<file path="config.mk">
export PLATFORM = sky130hd
export DESIGN_NAME = sdt_unit
export DESIGN_NICKNAME = d
export VERILOG_FILES = /design/src/rtl/sdt_pkg.sv /design/src/rtl/sdt_unit.sv
export VERILOG_INCLUDE_DIRS = /design/src /design/src/rtl
export SDC_FILE = /design/constraint.sdc
export NUM_CORES = 2
export LEC_CHECK = 0
export ABC_CLOCK_PERIOD_IN_PS = 23200
export BUFFER_PORTS_ARGS = -buffer_cell sky130_fd_sc_hd__buf_2
export CORE_MARGIN = 10
export CORE_UTILIZATION = 50
export DETAILED_ROUTE_END_ITERATION = 16
export PLACE_DENSITY = 0.74
export SLEW_MARGIN = 5
export SYNTH_ARGS = -nofsm -noshare
export SYNTH_HDL_FRONTEND = slang
export SYNTH_SLANG_ARGS = --single-unit
</file>
<file path="constraint.sdc">
create_clock -name pclk -period 23.2 [get_ports pclk]
set_clock_uncertainty 0.15 [all_clocks]
set_input_delay 4.64 -clock pclk [delete_from_list [all_inputs] [get_ports pclk]]
set_output_delay 4.64 -clock pclk [all_outputs]
set_load 0.02 [all_outputs]
</file>
<file path="src/rtl/sdt_regs.svh">
// register offsets, field positions and reset values of the single data transfer unit
// assumes an apb slave with 8-bit byte addresses and 32-bit data
`ifndef SDT_REGS_SVH
`define SDT_REGS_SVH

// register byte offsets
`define SDT_OFF_INSTR 8'h00
`define SDT_OFF_BASE 8'h04
`define SDT_OFF_OFFS 8'h08
`define SDT_OFF_XFER 8'h0C
`define SDT_OFF_PCW 8'h10
`define SDT_OFF_CTRL 8'h14
`define SDT_OFF_STAT 8'h18
`define SDT_OFF_ADDR 8'h1C

// instruction word fields
`define SDT_I_REGOFS 25
`define SDT_I_PRE 24
`define SDT_I_UP 23
`define SDT_I_BYTE 22
`define SDT_I_WB 21
`define SDT_I_LOAD 20
`define SDT_I_RN_HI 19
`define SDT_I_RN_LO 16
`define SDT_I_RD_HI 15
`define SDT_I_RD_LO 12
`define SDT_I_SREG 4
`define SDT_PC_IDX 4'hF

// control register bits
`define SDT_C_GO 0
`define SDT_C_USER 1
`define SDT_C_CEN 2
`define SDT_C_UPDOFF 3
`define SDT_C_FLUSH 4

// status register bits
`define SDT_S_BUSY 0
`define SDT_S_DONE 1
`define SDT_S_AEXC 2
`define SDT_S_ABORT 3
`define SDT_S_BADSH 4

// reset values
`define SDT_RST_WORD 32'h0000_0000
`define SDT_RST_CTRL 4'h0

`endif

</file>
<file path="src/rtl/sdt_pkg.sv">
// types of the single data transfer unit
// assumes sdt_regs.svh supplies the numeric constants
package sdt_pkg;

   typedef enum logic [1:0] {
      ST_IDLE = 2'b00,
      ST_BUS = 2'b01,
      ST_REL = 2'b10
   } sdt_state_e;

   typedef struct packed {
      sdt_state_e st;
      logic [31:0] instr;
      logic [31:0] base;
      logic [31:0] offs;
      logic [31:0] xfer;
      logic [31:0] pcw;
      logic user_mode;
      logic cache_en;
      logic upd_off;
      logic go;
      logic done;
      logic addr_exc;
      logic data_abort;
      logic bad_shift;
      logic [31:0] last_addr;
      logic mem_req;
      logic mem_we;
      logic mem_byte;
      logic user_xlate_n;
      logic [31:0] mem_addr;
      logic [31:0] mem_wdata;
      logic ack_s1;
      logic ack_s2;
      logic flt_s1;
      logic flt_s2;
      logic [31:0] rd_s1;
      logic [31:0] rd_s2;
      logic [3:0] cvalid;
      logic [3:0][21:0] ctag;
      logic [3:0][31:0] cdata;
      logic [31:0] prdata;
      logic pready;
      logic pslverr;
   } sdt_regs_s;

endpackage

</file>
<file path="src/rtl/sdt_unit.sv">
// single-register load/store execution unit with apb register access
// assumes an external memory on a req/ack bus from another clock domain
//
// Summary of operation
// RQ1 - offset is a 12-bit immediate or a possibly shifted second register
// RQ2 - add flag set adds offset to base, clear subtracts it
// RQ3 - pre-index flag uses modified base as address, else unmodified base
// RQ4 - pre-indexed transfers write back modified base only when refresh flag set
// RQ5 - post-indexed transfers always write back the modified base
// RQ6 - post-indexed with refresh flag in non-user mode drives user_xlate_n low
// RQ7 - only constant shift amounts allowed; register shift amounts are rejected
// RQ8 - byte flag set moves one byte, clear moves a 32-bit word
// RQ9 - words are little-endian: low byte at lowest address
// RQ10 - byte load takes addressed lane into low byte, upper bits zero
// RQ11 - byte store replicates low byte on all four lanes; memory picks lane
// RQ12 - unaligned word load rotates addressed byte into bits 7:0
// RQ13 - transfers never alter the status flags in the pc word
// RQ14 - pc as base gives pc+8 without flags; as offset pc+8 with flags
// RQ15 - pc stored as source gives pc+12 with flags
// RQ16 - load into pc changes only pc bits, flags kept
// RQ17 - any of address bits 31:26 set suppresses transfer, address exception
// RQ18 - only the address actually used is range-checked, not written-back base
// RQ19 - memory fault blocks all state change and flags a data abort
// RQ20 - enabled cache hit serves a load, otherwise external memory is read
// RQ21 - every store performs an external write cycle at once
// RQ22 - unaborted store updates a cached copy unless updating is switched off
`timescale 1ns/1ps
`include "sdt_regs.svh"

module sdt_unit (
   input wire logic pclk,
   input wire logic presetn,
   input wire logic psel,
   input wire logic penable,
   input wire logic pwrite,
   input wire logic [7:0] paddr,
   input wire logic [31:0] pwdata,
   output logic [31:0] prdata,
   output logic pready,
   output logic pslverr,
   output logic mem_req,
   output logic mem_we,
   output logic mem_byte,
   output logic [31:0] mem_addr,
   output logic [31:0] mem_wdata,
   output logic user_xlate_n,
   input wire logic mem_ack,
   input wire logic [31:0] mem_rdata,
   input wire logic memory_fault_in
);

   sdt_pkg::sdt_regs_s s;
   sdt_pkg::sdt_regs_s next_s;

   logic busy;
   logic [23:0] pc8;
   logic [23:0] pc12;
   logic [31:0] base_val;
   logic [31:0] offs_reg;
   logic [31:0] offs_val;
   logic [31:0] moved;
   logic [31:0] wb_val;
   logic [31:0] xaddr;
   logic [31:0] src_val;
   logic [31:0] data_in;
   logic [31:0] ld_val;
   logic [21:0] tag;
   logic [1:0] idx;
   logic hit;
   logic is_load;
   logic is_pre;
   logic bad_sh;
   logic range_bad;
   logic start;
   logic commit;
   logic wr_acc;
   logic [31:0] rd_mux;
   logic rd_hit;

   // barrel shift of the register offset with constant amount
   function automatic logic [31:0] shift_ofs(input logic [31:0] v, input logic [1:0] typ,
                                             input logic [4:0] amt, input logic c);
      logic [5:0] inv;
      inv = 6'h20 - {1'b0, amt};
      case (typ)
         2'b00: shift_ofs = v << amt;
         2'b01: shift_ofs = (amt == 5'h00) ? 32'h0000_0000 : v >> amt;
         2'b10: shift_ofs = (amt == 5'h00) ? {32{v[31]}} : 32'($signed(v) >>> amt);
         default: shift_ofs = (amt == 5'h00) ? {c, v[31:1]} : ((v >> amt) | (v << inv));
      endcase
   endfunction

   // address arithmetic and operand selection
   always_comb begin
      busy = (s.st != sdt_pkg::ST_IDLE);
      is_load = s.instr[`SDT_I_LOAD];
      is_pre = s.instr[`SDT_I_PRE];
      pc8 = s.pcw[25:2] + 24'h00_0002;
      pc12 = s.pcw[25:2] + 24'h00_0003;
      // pc as base carries no flags, as offset it does
      base_val = (s.instr[`SDT_I_RN_HI:`SDT_I_RN_LO] == `SDT_PC_IDX) ? {6'h00, pc8, 2'h0} : s.base; // RQ14
      offs_reg = (s.instr[3:0] == `SDT_PC_IDX) ? {s.pcw[31:26], pc8, s.pcw[1:0]} : s.offs; // RQ14
      // immediate or shifted register offset
      offs_val = s.instr[`SDT_I_REGOFS] ?
                 shift_ofs(offs_reg, s.instr[6:5], s.instr[11:7], s.pcw[29]) :
                 {20'h0_0000, s.instr[11:0]}; // RQ1
      bad_sh = s.instr[`SDT_I_REGOFS] & s.instr[`SDT_I_SREG]; // RQ7
      moved = s.instr[`SDT_I_UP] ? base_val + offs_val : base_val - offs_val; // RQ2
      wb_val = moved;
      xaddr = is_pre ? moved : base_val; // RQ3
      range_bad = |xaddr[31:26]; // RQ17 RQ18
      // stored pc is twelve ahead and carries the flags
      src_val = (s.instr[`SDT_I_RD_HI:`SDT_I_RD_LO] == `SDT_PC_IDX) ?
                {s.pcw[31:26], pc12, s.pcw[1:0]} : s.xfer; // RQ15
      tag = xaddr[25:4];
      idx = xaddr[3:2];
      hit = s.cvalid[idx] & (s.ctag[idx] == tag);
      start = (s.st == sdt_pkg::ST_IDLE) & s.go & ~bad_sh & ~range_bad;
      data_in = (s.st == sdt_pkg::ST_BUS) ? s.rd_s2 : s.cdata[idx];
      commit = (start & is_load & s.cache_en & hit) |
               ((s.st == sdt_pkg::ST_BUS) & s.ack_s2 & ~s.flt_s2); // RQ19
   end

   // load data alignment: lane pick for bytes, rotation for words
   always_comb begin
      if (s.instr[`SDT_I_BYTE]) begin
         case (xaddr[1:0])
            2'b00: ld_val = {24'h00_0000, data_in[7:0]}; // RQ10 RQ9
            2'b01: ld_val = {24'h00_0000, data_in[15:8]};
            2'b10: ld_val = {24'h00_0000, data_in[23:16]};
            default: ld_val = {24'h00_0000, data_in[31:24]};
         endcase
      end else begin
         case (xaddr[1:0])
            2'b00: ld_val = data_in;
            2'b01: ld_val = {data_in[7:0], data_in[31:8]}; // RQ12
            2'b10: ld_val = {data_in[15:0], data_in[31:16]};
            default: ld_val = {data_in[23:0], data_in[31:24]};
         endcase
      end
   end

   // register read mux and decode
   always_comb begin
      rd_hit = 1'b1;
      if (paddr == `SDT_OFF_INSTR) begin
         rd_mux = s.instr;
      end else if (paddr == `SDT_OFF_BASE) begin
         rd_mux = s.base;
      end else if (paddr == `SDT_OFF_OFFS) begin
         rd_mux = s.offs;
      end else if (paddr == `SDT_OFF_XFER) begin
         rd_mux = s.xfer;
      end else if (paddr == `SDT_OFF_PCW) begin
         rd_mux = s.pcw;
      end else if (paddr == `SDT_OFF_CTRL) begin
         rd_mux = {27'h000_0000, 1'b0, s.upd_off, s.cache_en, s.user_mode, s.go};
      end else if (paddr == `SDT_OFF_STAT) begin
         rd_mux = {27'h000_0000, s.bad_shift, s.data_abort, s.addr_exc, s.done, busy};
      end else if (paddr == `SDT_OFF_ADDR) begin
         rd_mux = s.last_addr;
      end else begin
         rd_mux = 32'h0000_0000;
         rd_hit = 1'b0;
      end
   end

   // next state: apb, synchronisers, transfer sequencing, cache
   always_comb begin
      next_s = s;
      wr_acc = psel & penable & s.pready & pwrite & ~s.pslverr;
      next_s.ack_s1 = mem_ack;
      next_s.ack_s2 = s.ack_s1;
      next_s.flt_s1 = memory_fault_in;
      next_s.flt_s2 = s.flt_s1;
      next_s.rd_s1 = mem_rdata;
      next_s.rd_s2 = s.rd_s1;
      // one wait state, answer registered
      next_s.pready = 1'b0;
      next_s.pslverr = 1'b0;
      if (psel & penable & ~s.pready) begin
         next_s.pready = 1'b1;
         next_s.prdata = pwrite ? 32'h0000_0000 : rd_mux;
         next_s.pslverr = ~rd_hit;
      end
      // writes to operand registers are ignored while busy
      if (wr_acc) begin
         if (paddr == `SDT_OFF_INSTR) begin
            if (!busy) next_s.instr = pwdata;
         end else if (paddr == `SDT_OFF_BASE) begin
            if (!busy) next_s.base = pwdata;
         end else if (paddr == `SDT_OFF_OFFS) begin
            if (!busy) next_s.offs = pwdata;
         end else if (paddr == `SDT_OFF_XFER) begin
            if (!busy) next_s.xfer = pwdata;
         end else if (paddr == `SDT_OFF_PCW) begin
            if (!busy) next_s.pcw = pwdata;
         end else if (paddr == `SDT_OFF_CTRL) begin
            next_s.user_mode = pwdata[`SDT_C_USER];
            next_s.cache_en = pwdata[`SDT_C_CEN];
            next_s.upd_off = pwdata[`SDT_C_UPDOFF];
            if (pwdata[`SDT_C_GO] & ~busy) next_s.go = 1'b1;
            if (pwdata[`SDT_C_FLUSH] & ~busy) next_s.cvalid = 4'h0;
         end else if (paddr == `SDT_OFF_STAT) begin
            // write one to clear; a same-cycle set below wins
            if (pwdata[`SDT_S_DONE]) next_s.done = 1'b0;
            if (pwdata[`SDT_S_AEXC]) next_s.addr_exc = 1'b0;
            if (pwdata[`SDT_S_ABORT]) next_s.data_abort = 1'b0;
            if (pwdata[`SDT_S_BADSH]) next_s.bad_shift = 1'b0;
         end
      end
      case (s.st)
         sdt_pkg::ST_IDLE: begin
            if (s.go) begin
               next_s.go = 1'b0;
               next_s.last_addr = xaddr;
               if (bad_sh) begin
                  next_s.bad_shift = 1'b1; // RQ7
                  next_s.done = 1'b1;
               end else if (range_bad) begin
                  next_s.addr_exc = 1'b1; // RQ17
                  next_s.done = 1'b1;
               end else if (is_load & s.cache_en & hit) begin
                  next_s.done = 1'b1; // RQ20
               end else begin
                  // stores always go out to memory
                  next_s.st = sdt_pkg::ST_BUS; // RQ21 RQ20
                  next_s.mem_req = 1'b1;
                  next_s.mem_we = ~is_load;
                  next_s.mem_byte = s.instr[`SDT_I_BYTE]; // RQ8
                  next_s.mem_addr = xaddr;
                  next_s.mem_wdata = s.instr[`SDT_I_BYTE] ? {4{src_val[7:0]}} : src_val; // RQ11
                  next_s.user_xlate_n = ~(s.user_mode | (~is_pre & s.instr[`SDT_I_WB])); // RQ6
               end
            end
         end
         sdt_pkg::ST_BUS: begin
            if (s.ack_s2) begin
               next_s.mem_req = 1'b0;
               next_s.mem_we = 1'b0;
               next_s.user_xlate_n = 1'b1;
               next_s.st = sdt_pkg::ST_REL;
               next_s.done = 1'b1;
               if (s.flt_s2) next_s.data_abort = 1'b1; // RQ19
            end
         end
         sdt_pkg::ST_REL: begin
            // wait for the memory to drop its acknowledge
            if (!s.ack_s2) next_s.st = sdt_pkg::ST_IDLE;
         end
         default: next_s.st = sdt_pkg::ST_IDLE;
      endcase
      // commit of a completed transfer
      if (commit) begin
         if (is_load) begin
            if (s.instr[`SDT_I_RD_HI:`SDT_I_RD_LO] == `SDT_PC_IDX) begin
               next_s.pcw[25:2] = ld_val[25:2]; // RQ16 RQ13
            end else begin
               next_s.xfer = ld_val; // RQ10 RQ12
            end
            if ((s.st == sdt_pkg::ST_BUS) & s.cache_en & ~s.instr[`SDT_I_BYTE]) begin
               next_s.cvalid[idx] = 1'b1;
               next_s.ctag[idx] = tag;
               next_s.cdata[idx] = s.rd_s2;
            end
         end else if (hit & ~s.upd_off) begin
            // keep cache consistent even while disabled
            if (s.instr[`SDT_I_BYTE]) begin
               next_s.cdata[idx][8*xaddr[1:0] +: 8] = src_val[7:0]; // RQ22 RQ9
            end else begin
               next_s.cdata[idx] = src_val; // RQ22
            end
         end
         if (~is_pre | s.instr[`SDT_I_WB]) begin
            // base write-back; pc base keeps its flags
            if (s.instr[`SDT_I_RN_HI:`SDT_I_RN_LO] == `SDT_PC_IDX) begin
               next_s.pcw[25:2] = wb_val[25:2]; // RQ13
            end else begin
               next_s.base = wb_val; // RQ4 RQ5
            end
         end
      end
   end

   // state register
   always_ff @(posedge pclk or negedge presetn) begin
      if (!presetn) begin
         s <= '0;
         s.st <= sdt_pkg::ST_IDLE;
         s.user_xlate_n <= 1'b1;
         s.pcw <= `SDT_RST_WORD;
      end else begin
         s <= next_s;
      end
   end

   // outputs straight from flops
   assign prdata = s.prdata;
   assign pready = s.pready;
   assign pslverr = s.pslverr;
   assign mem_req = s.mem_req;
   assign mem_we = s.mem_we;
   assign mem_byte = s.mem_byte;
   assign mem_addr = s.mem_addr;
   assign mem_wdata = s.mem_wdata;
   assign user_xlate_n = s.user_xlate_n;

   // no out-of-range address on the bus
   range_check_a: assert property (@(posedge pclk) disable iff (!presetn) // RQ17
      s.mem_req |-> s.mem_addr[31:26] == 6'h00) else $error("illegal address driven");

   // fault at acknowledge leaves operands untouched
   abort_state_a: assert property (@(posedge pclk) disable iff (!presetn) // RQ19
      (s.st == sdt_pkg::ST_BUS && s.ack_s2 && s.flt_s2) |=>
      ($stable(s.base) && $stable(s.xfer) && $stable(s.pcw) && s.data_abort))
      else $error("aborted transfer changed state");

   // a started store reaches the bus next cycle
   store_ext_a: assert property (@(posedge pclk) disable iff (!presetn) // RQ21
      (start && !is_load) |=> (s.mem_req && s.mem_we)) else $error("store not written out");

   // byte store replicated on every lane
   byte_repl_a: assert property (@(posedge pclk) disable iff (!presetn) // RQ11
      (s.mem_req && s.mem_we && s.mem_byte) |->
      (s.mem_wdata[31:24] == s.mem_wdata[7:0] && s.mem_wdata[23:16] == s.mem_wdata[7:0] &&
       s.mem_wdata[15:8] == s.mem_wdata[7:0])) else $error("byte store not replicated");

   // post-indexed refresh forces user translation
   xlate_low_a: assert property (@(posedge pclk) disable iff (!presetn) // RQ6
      (s.mem_req && !s.instr[`SDT_I_PRE] && s.instr[`SDT_I_WB]) |-> !s.user_xlate_n)
      else $error("translation pin not low");

   // flags in the pc word change only by software write
   psr_kept_a: assert property (@(posedge pclk) disable iff (!presetn) // RQ13
      !(wr_acc && paddr == `SDT_OFF_PCW) |=> ($stable(s.pcw[31:26]) && $stable(s.pcw[1:0])))
      else $error("status flags modified");

   // byte load clears upper bits of transfer register
   byte_zero_a: assert property (@(posedge pclk) disable iff (!presetn) // RQ10
      (commit && is_load && s.instr[`SDT_I_BYTE] && s.instr[15:12] != `SDT_PC_IDX) |=>
      s.xfer[31:8] == 24'h00_0000) else $error("byte load upper bits not zero");

   // post-indexed transfer writes back base
   post_wb_a: assert property (@(posedge pclk) disable iff (!presetn) // RQ5
      (commit && !s.instr[`SDT_I_PRE] && s.instr[19:16] != `SDT_PC_IDX) |=>
      s.base == $past(wb_val)) else $error("post-indexed base not written back");

   // enabled cache hit serves a load without a bus cycle
   cache_hit_a: assert property (@(posedge pclk) disable iff (!presetn) // RQ20
      (start && is_load && s.cache_en && hit) |=> (!s.mem_req && s.done))
      else $error("cache hit went to memory");

   // apb answer lasts one cycle
   rdy_pulse_a: assert property (@(posedge pclk) disable iff (!presetn)
      s.pready |=> !s.pready) else $error("ready held");

   // error only with ready
   err_rdy_a: assert property (@(posedge pclk) disable iff (!presetn)
      s.pslverr |-> s.pready) else $error("error without ready");

   // translation pin idles high
   xlate_idle_a: assert property (@(posedge pclk) disable iff (!presetn) // RQ6
      !s.mem_req |-> s.user_xlate_n) else $error("pin low while idle");

   // register shift refused
   shift_stop_a: assert property (@(posedge pclk) disable iff (!presetn) // RQ7
      (s.go && bad_sh && !busy) |=> (!s.mem_req && s.bad_shift)) else $error("shift not refused");

   // bad address refused
   range_exc_a: assert property (@(posedge pclk) disable iff (!presetn) // RQ17
      (s.go && range_bad && !bad_sh && !busy) |=> (!s.mem_req && s.addr_exc)) else $error("no exception");

endmodule

</file>
# Word-level counts from Yosys, hierarchy flattened
# Index checks and enable logic that the tools add are counted.
# Widths: inputs -> output; s select.
op_classes:
  order_cmp: 2
  n_mux: 128
  n_reduce_logical: 20
  n_eq_ne: 24
  bitwise_logic: 46
  n_shift: 6
  add_sub_neg: 6
ops:
  columns: ["cell", "n"]
  rows:
  - ["$mux 32", 38]
  - ["$mux 220", 2]
  - ["$bwmux 128", 3]
  - ["$mux 128", 3]
  - ["$mux 136", 2]
  - ["$mux 68", 3]
  - ["$pmux 32 s3", 2]
  - ["$demux 32 s2", 2]
  - ["$mux 24", 5]
  - ["$mux 104", 1]
  - ["$mux 101", 1]
  - ["$mux 92", 1]
  - ["$bwmux 88", 1]
  - ["$mux 72", 1]
  - ["$bmux 32 s2", 1]
  - ["$add 24x2->24 const B", 2]
  - ["$bmux 22 s2", 1]
  - ["$demux 22 s2", 1]
  - ["$mux 22", 2]
  - ["$mux 4", 11]
  - ["$mux 40", 1]
  - ["$neg 5->34", 1]
  - ["$shift 8x34->32 const A", 1]
  - ["$shiftx 8x34->32", 1]
  - ["other kinds (45)", 145]
word_totals:
  reg_bits: 592
  word_cells: 272
  output_inout_bits: 102
  input_bits: 79

# Depth between registers and ports, before layout
depth:
  word_depth: 20
  ltp_mapped: 44
  ltp_nobuf: 35

# Worst setup path after synthesis
# OpenSTA, ideal clock, no wires.
synth_path:
  kind: "reg-to-reg"
  from: "register s[566] (netlist bit)"
  to: "register with a tool-made name"
  required_time_ns: 22.925
  n_path_buf: 12
  path_stages_with_launch: 40
  path_slack_ns: 13.690
  arrival_time_ns: 9.236
  period_less_slack_ns: 9.510
  setup_ns: 0.125
  cell_sequence: "dfrtp_1 > clkbuf_1 > inv_1 > clkbuf_1 > buf_1 > clkbuf_1 > buf_2 > ha_1 > clkbuf_1 > clkbuf_1 > clkbuf_1 > clkbuf_1 > nor2_1 > nand3_1 > o211ai_1 > a221oi_1 > a22oi_1 > nor4b_4 > (+4 left out) > ha_1 > clkbuf_1 > a21oi_1 > o21bai_1 > a21oi_1 > o21ai_0 > or3_1 > and2_1 > clkbuf_1 > xor2_1 > o21a_1 > or4_1 > or4_1 > nor3_1 > o21ai_1 > buf_6 > nor3_4 > mux2_2"
synth_rtl:
  columns: ["element", "line_no", "rtl"]
  rows:
  - ["from (decl)", "sdt_unit.sv:52", "sdt_pkg::sdt_regs_s s;"]
  - ["from (signal assigned)", "sdt_unit.sv:293", "s <= next_s;"]

==> run summary <==
RUN
--------------------------------------------------------------------------------
Count of maximum capacitance violations ...........................            0

SYNTH
--------------------------------------------------------------------------------
Number of enable flip-flop cells after synthesis ..................            0
Combinational family with the most area after synthesis ........... compound AO/OA/AOI/OAI gates
Yosys warning count ...............................................            0
Adder-cell share of the synthesized area ..........................        1.34%
Register bit count reported by yosys ..............................          592
Cells taking the most area after synthesis ........................ sky130_fd_sc_hd__dfrtp_1, sky130_fd_sc_hd__mux2_2, sky130_fd_sc_hd__mux2i_1
Async SR Flop Fraction ............................................         100%
Multiplexer fraction of the synthesized cell area .................        19.7%
Compound-gate portion of the synthesized area .....................        20.7%
Ranking of synthesized cells by instance count .................... sky130_fd_sc_hd__dfrtp_1, sky130_fd_sc_hd__nand2_1, sky130_fd_sc_hd__mux2_2, sky130_fd_sc_hd__nor2_1, sky130_fd_sc_hd__o21ai_0
Fraction of synthesized cell area taken by the top area cell type .        34.7%
Distinct cells, synth .............................................          111
Post-synthesis instance total .....................................         4619
Sequential fraction of the synthesis area .........................        34.8%
Area share of and/or/nand/nor cells after synthesis ...............        15.2%
Post-Syn Area .....................................................    42600 um2
Most instantiated flip-flop cell in the synthesis netlist ......... sky130_fd_sc_hd__dfrtp_1
Average instance area after synthesis .............................     9.23 um2
Cell type with the largest total area after synthesis ............. sky130_fd_sc_hd__dfrtp_1
Count leader, synth ............................................... sky130_fd_sc_hd__dfrtp_1
Net count after synthesis .........................................         4743
Area share of xor/xnor cells in the synthesized design ............        2.30%

CLOCK NETWORK
--------------------------------------------------------------------------------
CTS sink count ....................................................          592
Number of instances resized during post-cts repair ................            0
Post-cts hold buffer count ........................................            0
Maximum buffer depth of the clock tree ............................            3
Number of H-tree branching levels .................................            2
CTS tree ..........................................................         done
Inserted Clock Buffers ............................................           60
Clk Tree Root Cell ................................................ sky130_fd_sc_hd__clkbuf_16
Clock latency on the worst-skew pair ..............................      0.70 ns
Post CTS Setup Buffer Count .......................................            0
Clock transition at the registers of the reported paths ...........      0.07 ns

SETUP PATH
--------------------------------------------------------------------------------
Delay of the slowest cell on the worst path .......................      0.92 ns
Req. time, crit path ..............................................     23.60 ns
Sort of element at the start of the critical path .................         flop
CP max-delay cell ................................................. sky130_fd_sc_hd__and3_2
Arrival time at the worst endpoint ................................     13.92 ns
Critical path type ................................................      reg2reg
Critical path capture point type ..................................         flop
Max FO, Critical Path .............................................           40

CELLS AND AREA
--------------------------------------------------------------------------------
Share of post-route cells with drive strength above 1 .............        22.3%
Layout overhead on the synthesized area ...........................        9.04%
Count of non-filler cells in the finished layout ..................         5776
# nets final ......................................................         4688

TIMING
--------------------------------------------------------------------------------
Total count of hold-check failures in the final report ............            0
RSZ-0062 raised after global routing ..............................           no
Slew of the pin with the lowest slew margin .......................      1.45 ns
Tmin final ........................................................     13.52 ns
Slew Viols, Final .................................................            0
Final hold slack ..................................................     0.189 ns
Setup TNS after final layout ......................................         0 ns
Max Freq ..........................................................     74.0 MHz
Crit share post-route .............................................        58.3%
Setup violators final .............................................            0
Headroom to the max-slew limit ....................................        2.99%

ROUTING
--------------------------------------------------------------------------------
Initial DRC count .................................................         7261
DRC viols .........................................................            0
Final wirelength ..................................................    238000 um
Antenna Violating Nets Remaining ..................................            0
Vias after detailed routing .......................................        43300
TritonRoute pass-1 iters ..........................................            9
Routed wire per std cell ..........................................      41.3 um
Vias per Instance .................................................         7.50

PLACEMENT
--------------------------------------------------------------------------------
Number of port buffers ............................................          180
# placed instances ................................................         5644
Final weighted congestion in routability-driven placement .........         1.13
Estimated wirelength of the detail-placed design ..................    177000 um

POWER
--------------------------------------------------------------------------------
Pwr dens ..........................................................  48.9 nW/um2
Maximum resistive drop on vdd .....................................    0.0789 mV
Leakage power of the design .......................................      20.6 nW

OUTCOME
--------------------------------------------------------------------------------
Outcome ...........................................................    completed

GRT
--------------------------------------------------------------------------------
Largest net degree at the start of global routing .................          185
GR Overflow Total .................................................            0
Antenna violations before repair ..................................           21
Global-route wire length before repair ............................    330000 um
Overall fraction of global-route tracks in use ....................        47.1%
Vias in the first global route ....................................        40900

DIE
--------------------------------------------------------------------------------
Placeable core region .............................................    84900 um2
Core Rows .........................................................          107
Horizontal die dimension ..........................................       312 um
Area of the die ...................................................    97300 um2
Height of the die .................................................       312 um
Initial Util ......................................................        50.2%
IO Count ..........................................................          181

MIN PATH
--------------------------------------------------------------------------------
Type of the tightest min-delay check ..............................      reg2reg

## final timing paths
path | depth (start not counted) | slack [ns] | end | startpoint
min reg2reg | 0 | 0.19 | s[272]$_DFF_PN0_ | next_s[272]$_DFF_PN0_
max | 33 | 9.68 | s[489]$_DFF_PN0_ | s[433]$_DFF_PN0_
max in group asynchronous | 4 | 15.77 | asynchronous set/reset pin | presetn
min | 0 | 0.19 | s[272]$_DFF_PN0_ | next_s[272]$_DFF_PN0_
max reg2reg | 33 | 9.68 | s[489]$_DFF_PN0_ | s[433]$_DFF_PN0_
min in group asynchronous | 1 | 3.97 | prdata[29]$_DFFE_PN0P_ | presetn
## worst max-delay path: cells and delay by family (launching register included)
kind                       cells  cell delay [ns]
muxes                          1             0.41
DFF                            1             0.57
buffers and inverters          2             0.80
xor gates and xnor gates       2             0.55
adders and majority gates      2             0.63
and+or+nand+nor               14             5.78
AOI/OAI and AO/OA             12             4.41
## report_power, final
group / internal [mW] / switching [mW] / total, mW
clock network: 0.633 / 0.451 / 1.08
logic: 0.0340 / 0.107 / 0.141
registers: 1.04 / 0.00602 / 1.05
## per-stage QoR
step	cell area [um2]	total power [mW]	setup WS, ns	utilization [%]
2_1_floorplan	42600	1.12	13.69	-
3_3_place_gp	44200	1.20	10.39	52.0
3_5_place_dp	44200	1.20	10.49	52.0
4_1_cts	46400	2.26	10.48	54.6
5_1_grt	46400	2.31	9.65	54.7
6_report	46500	2.27	9.68	54.7
## layout make-up
type | count | area, um2
clock inverter | 28 | 447
tap | 1144 | 1430
multi-input combinational | 3504 | 25600
sequential | 592 | 14800
inverter | 73 | 274
fill | 7475 | 38400
clock buffer | 83 | 1760
antenna | 19 | 47.5
timing repair buffer | 333 | 2110
## layer usage
metal | share of wire (%) | track usage, % | wire (um)
met5 | 0.040 | 0 | 96
met4 | 10 | 38.2 | 24600
met3 | 13 | 16.7 | 31000
met2 | 42 | 68.4 | 98900
met1 | 35 | 56.1 | 83700
## cell families after synthesis
family / after synthesis
simple gates: 1344
compound gates: 1311
mux: 692
flops: 592
buf+inv: 523
xor+xnor: 112
fa+ha+maj: 45
## placed cells by master (no fill, tap or decap), types with 74 or more instances in the layout
master and n:
sky130_fd_sc_hd__nor3_1 83, sky130_fd_sc_hd__nand2_1 514, sky130_fd_sc_hd__mux2_2 363, sky130_fd_sc_hd__nand3_1 79, sky130_fd_sc_hd__o21ai_0 297, sky130_fd_sc_hd__nor2_1 320
sky130_fd_sc_hd__mux4_2 74, sky130_fd_sc_hd__buf_4 148, sky130_fd_sc_hd__o22ai_1 94, sky130_fd_sc_hd__a21oi_1 241, sky130_fd_sc_hd__dfrtp_1 583, sky130_fd_sc_hd__buf_2 179
sky130_fd_sc_hd__mux2i_1 225
No activity file was read; power rests on OpenSTA's default activity.
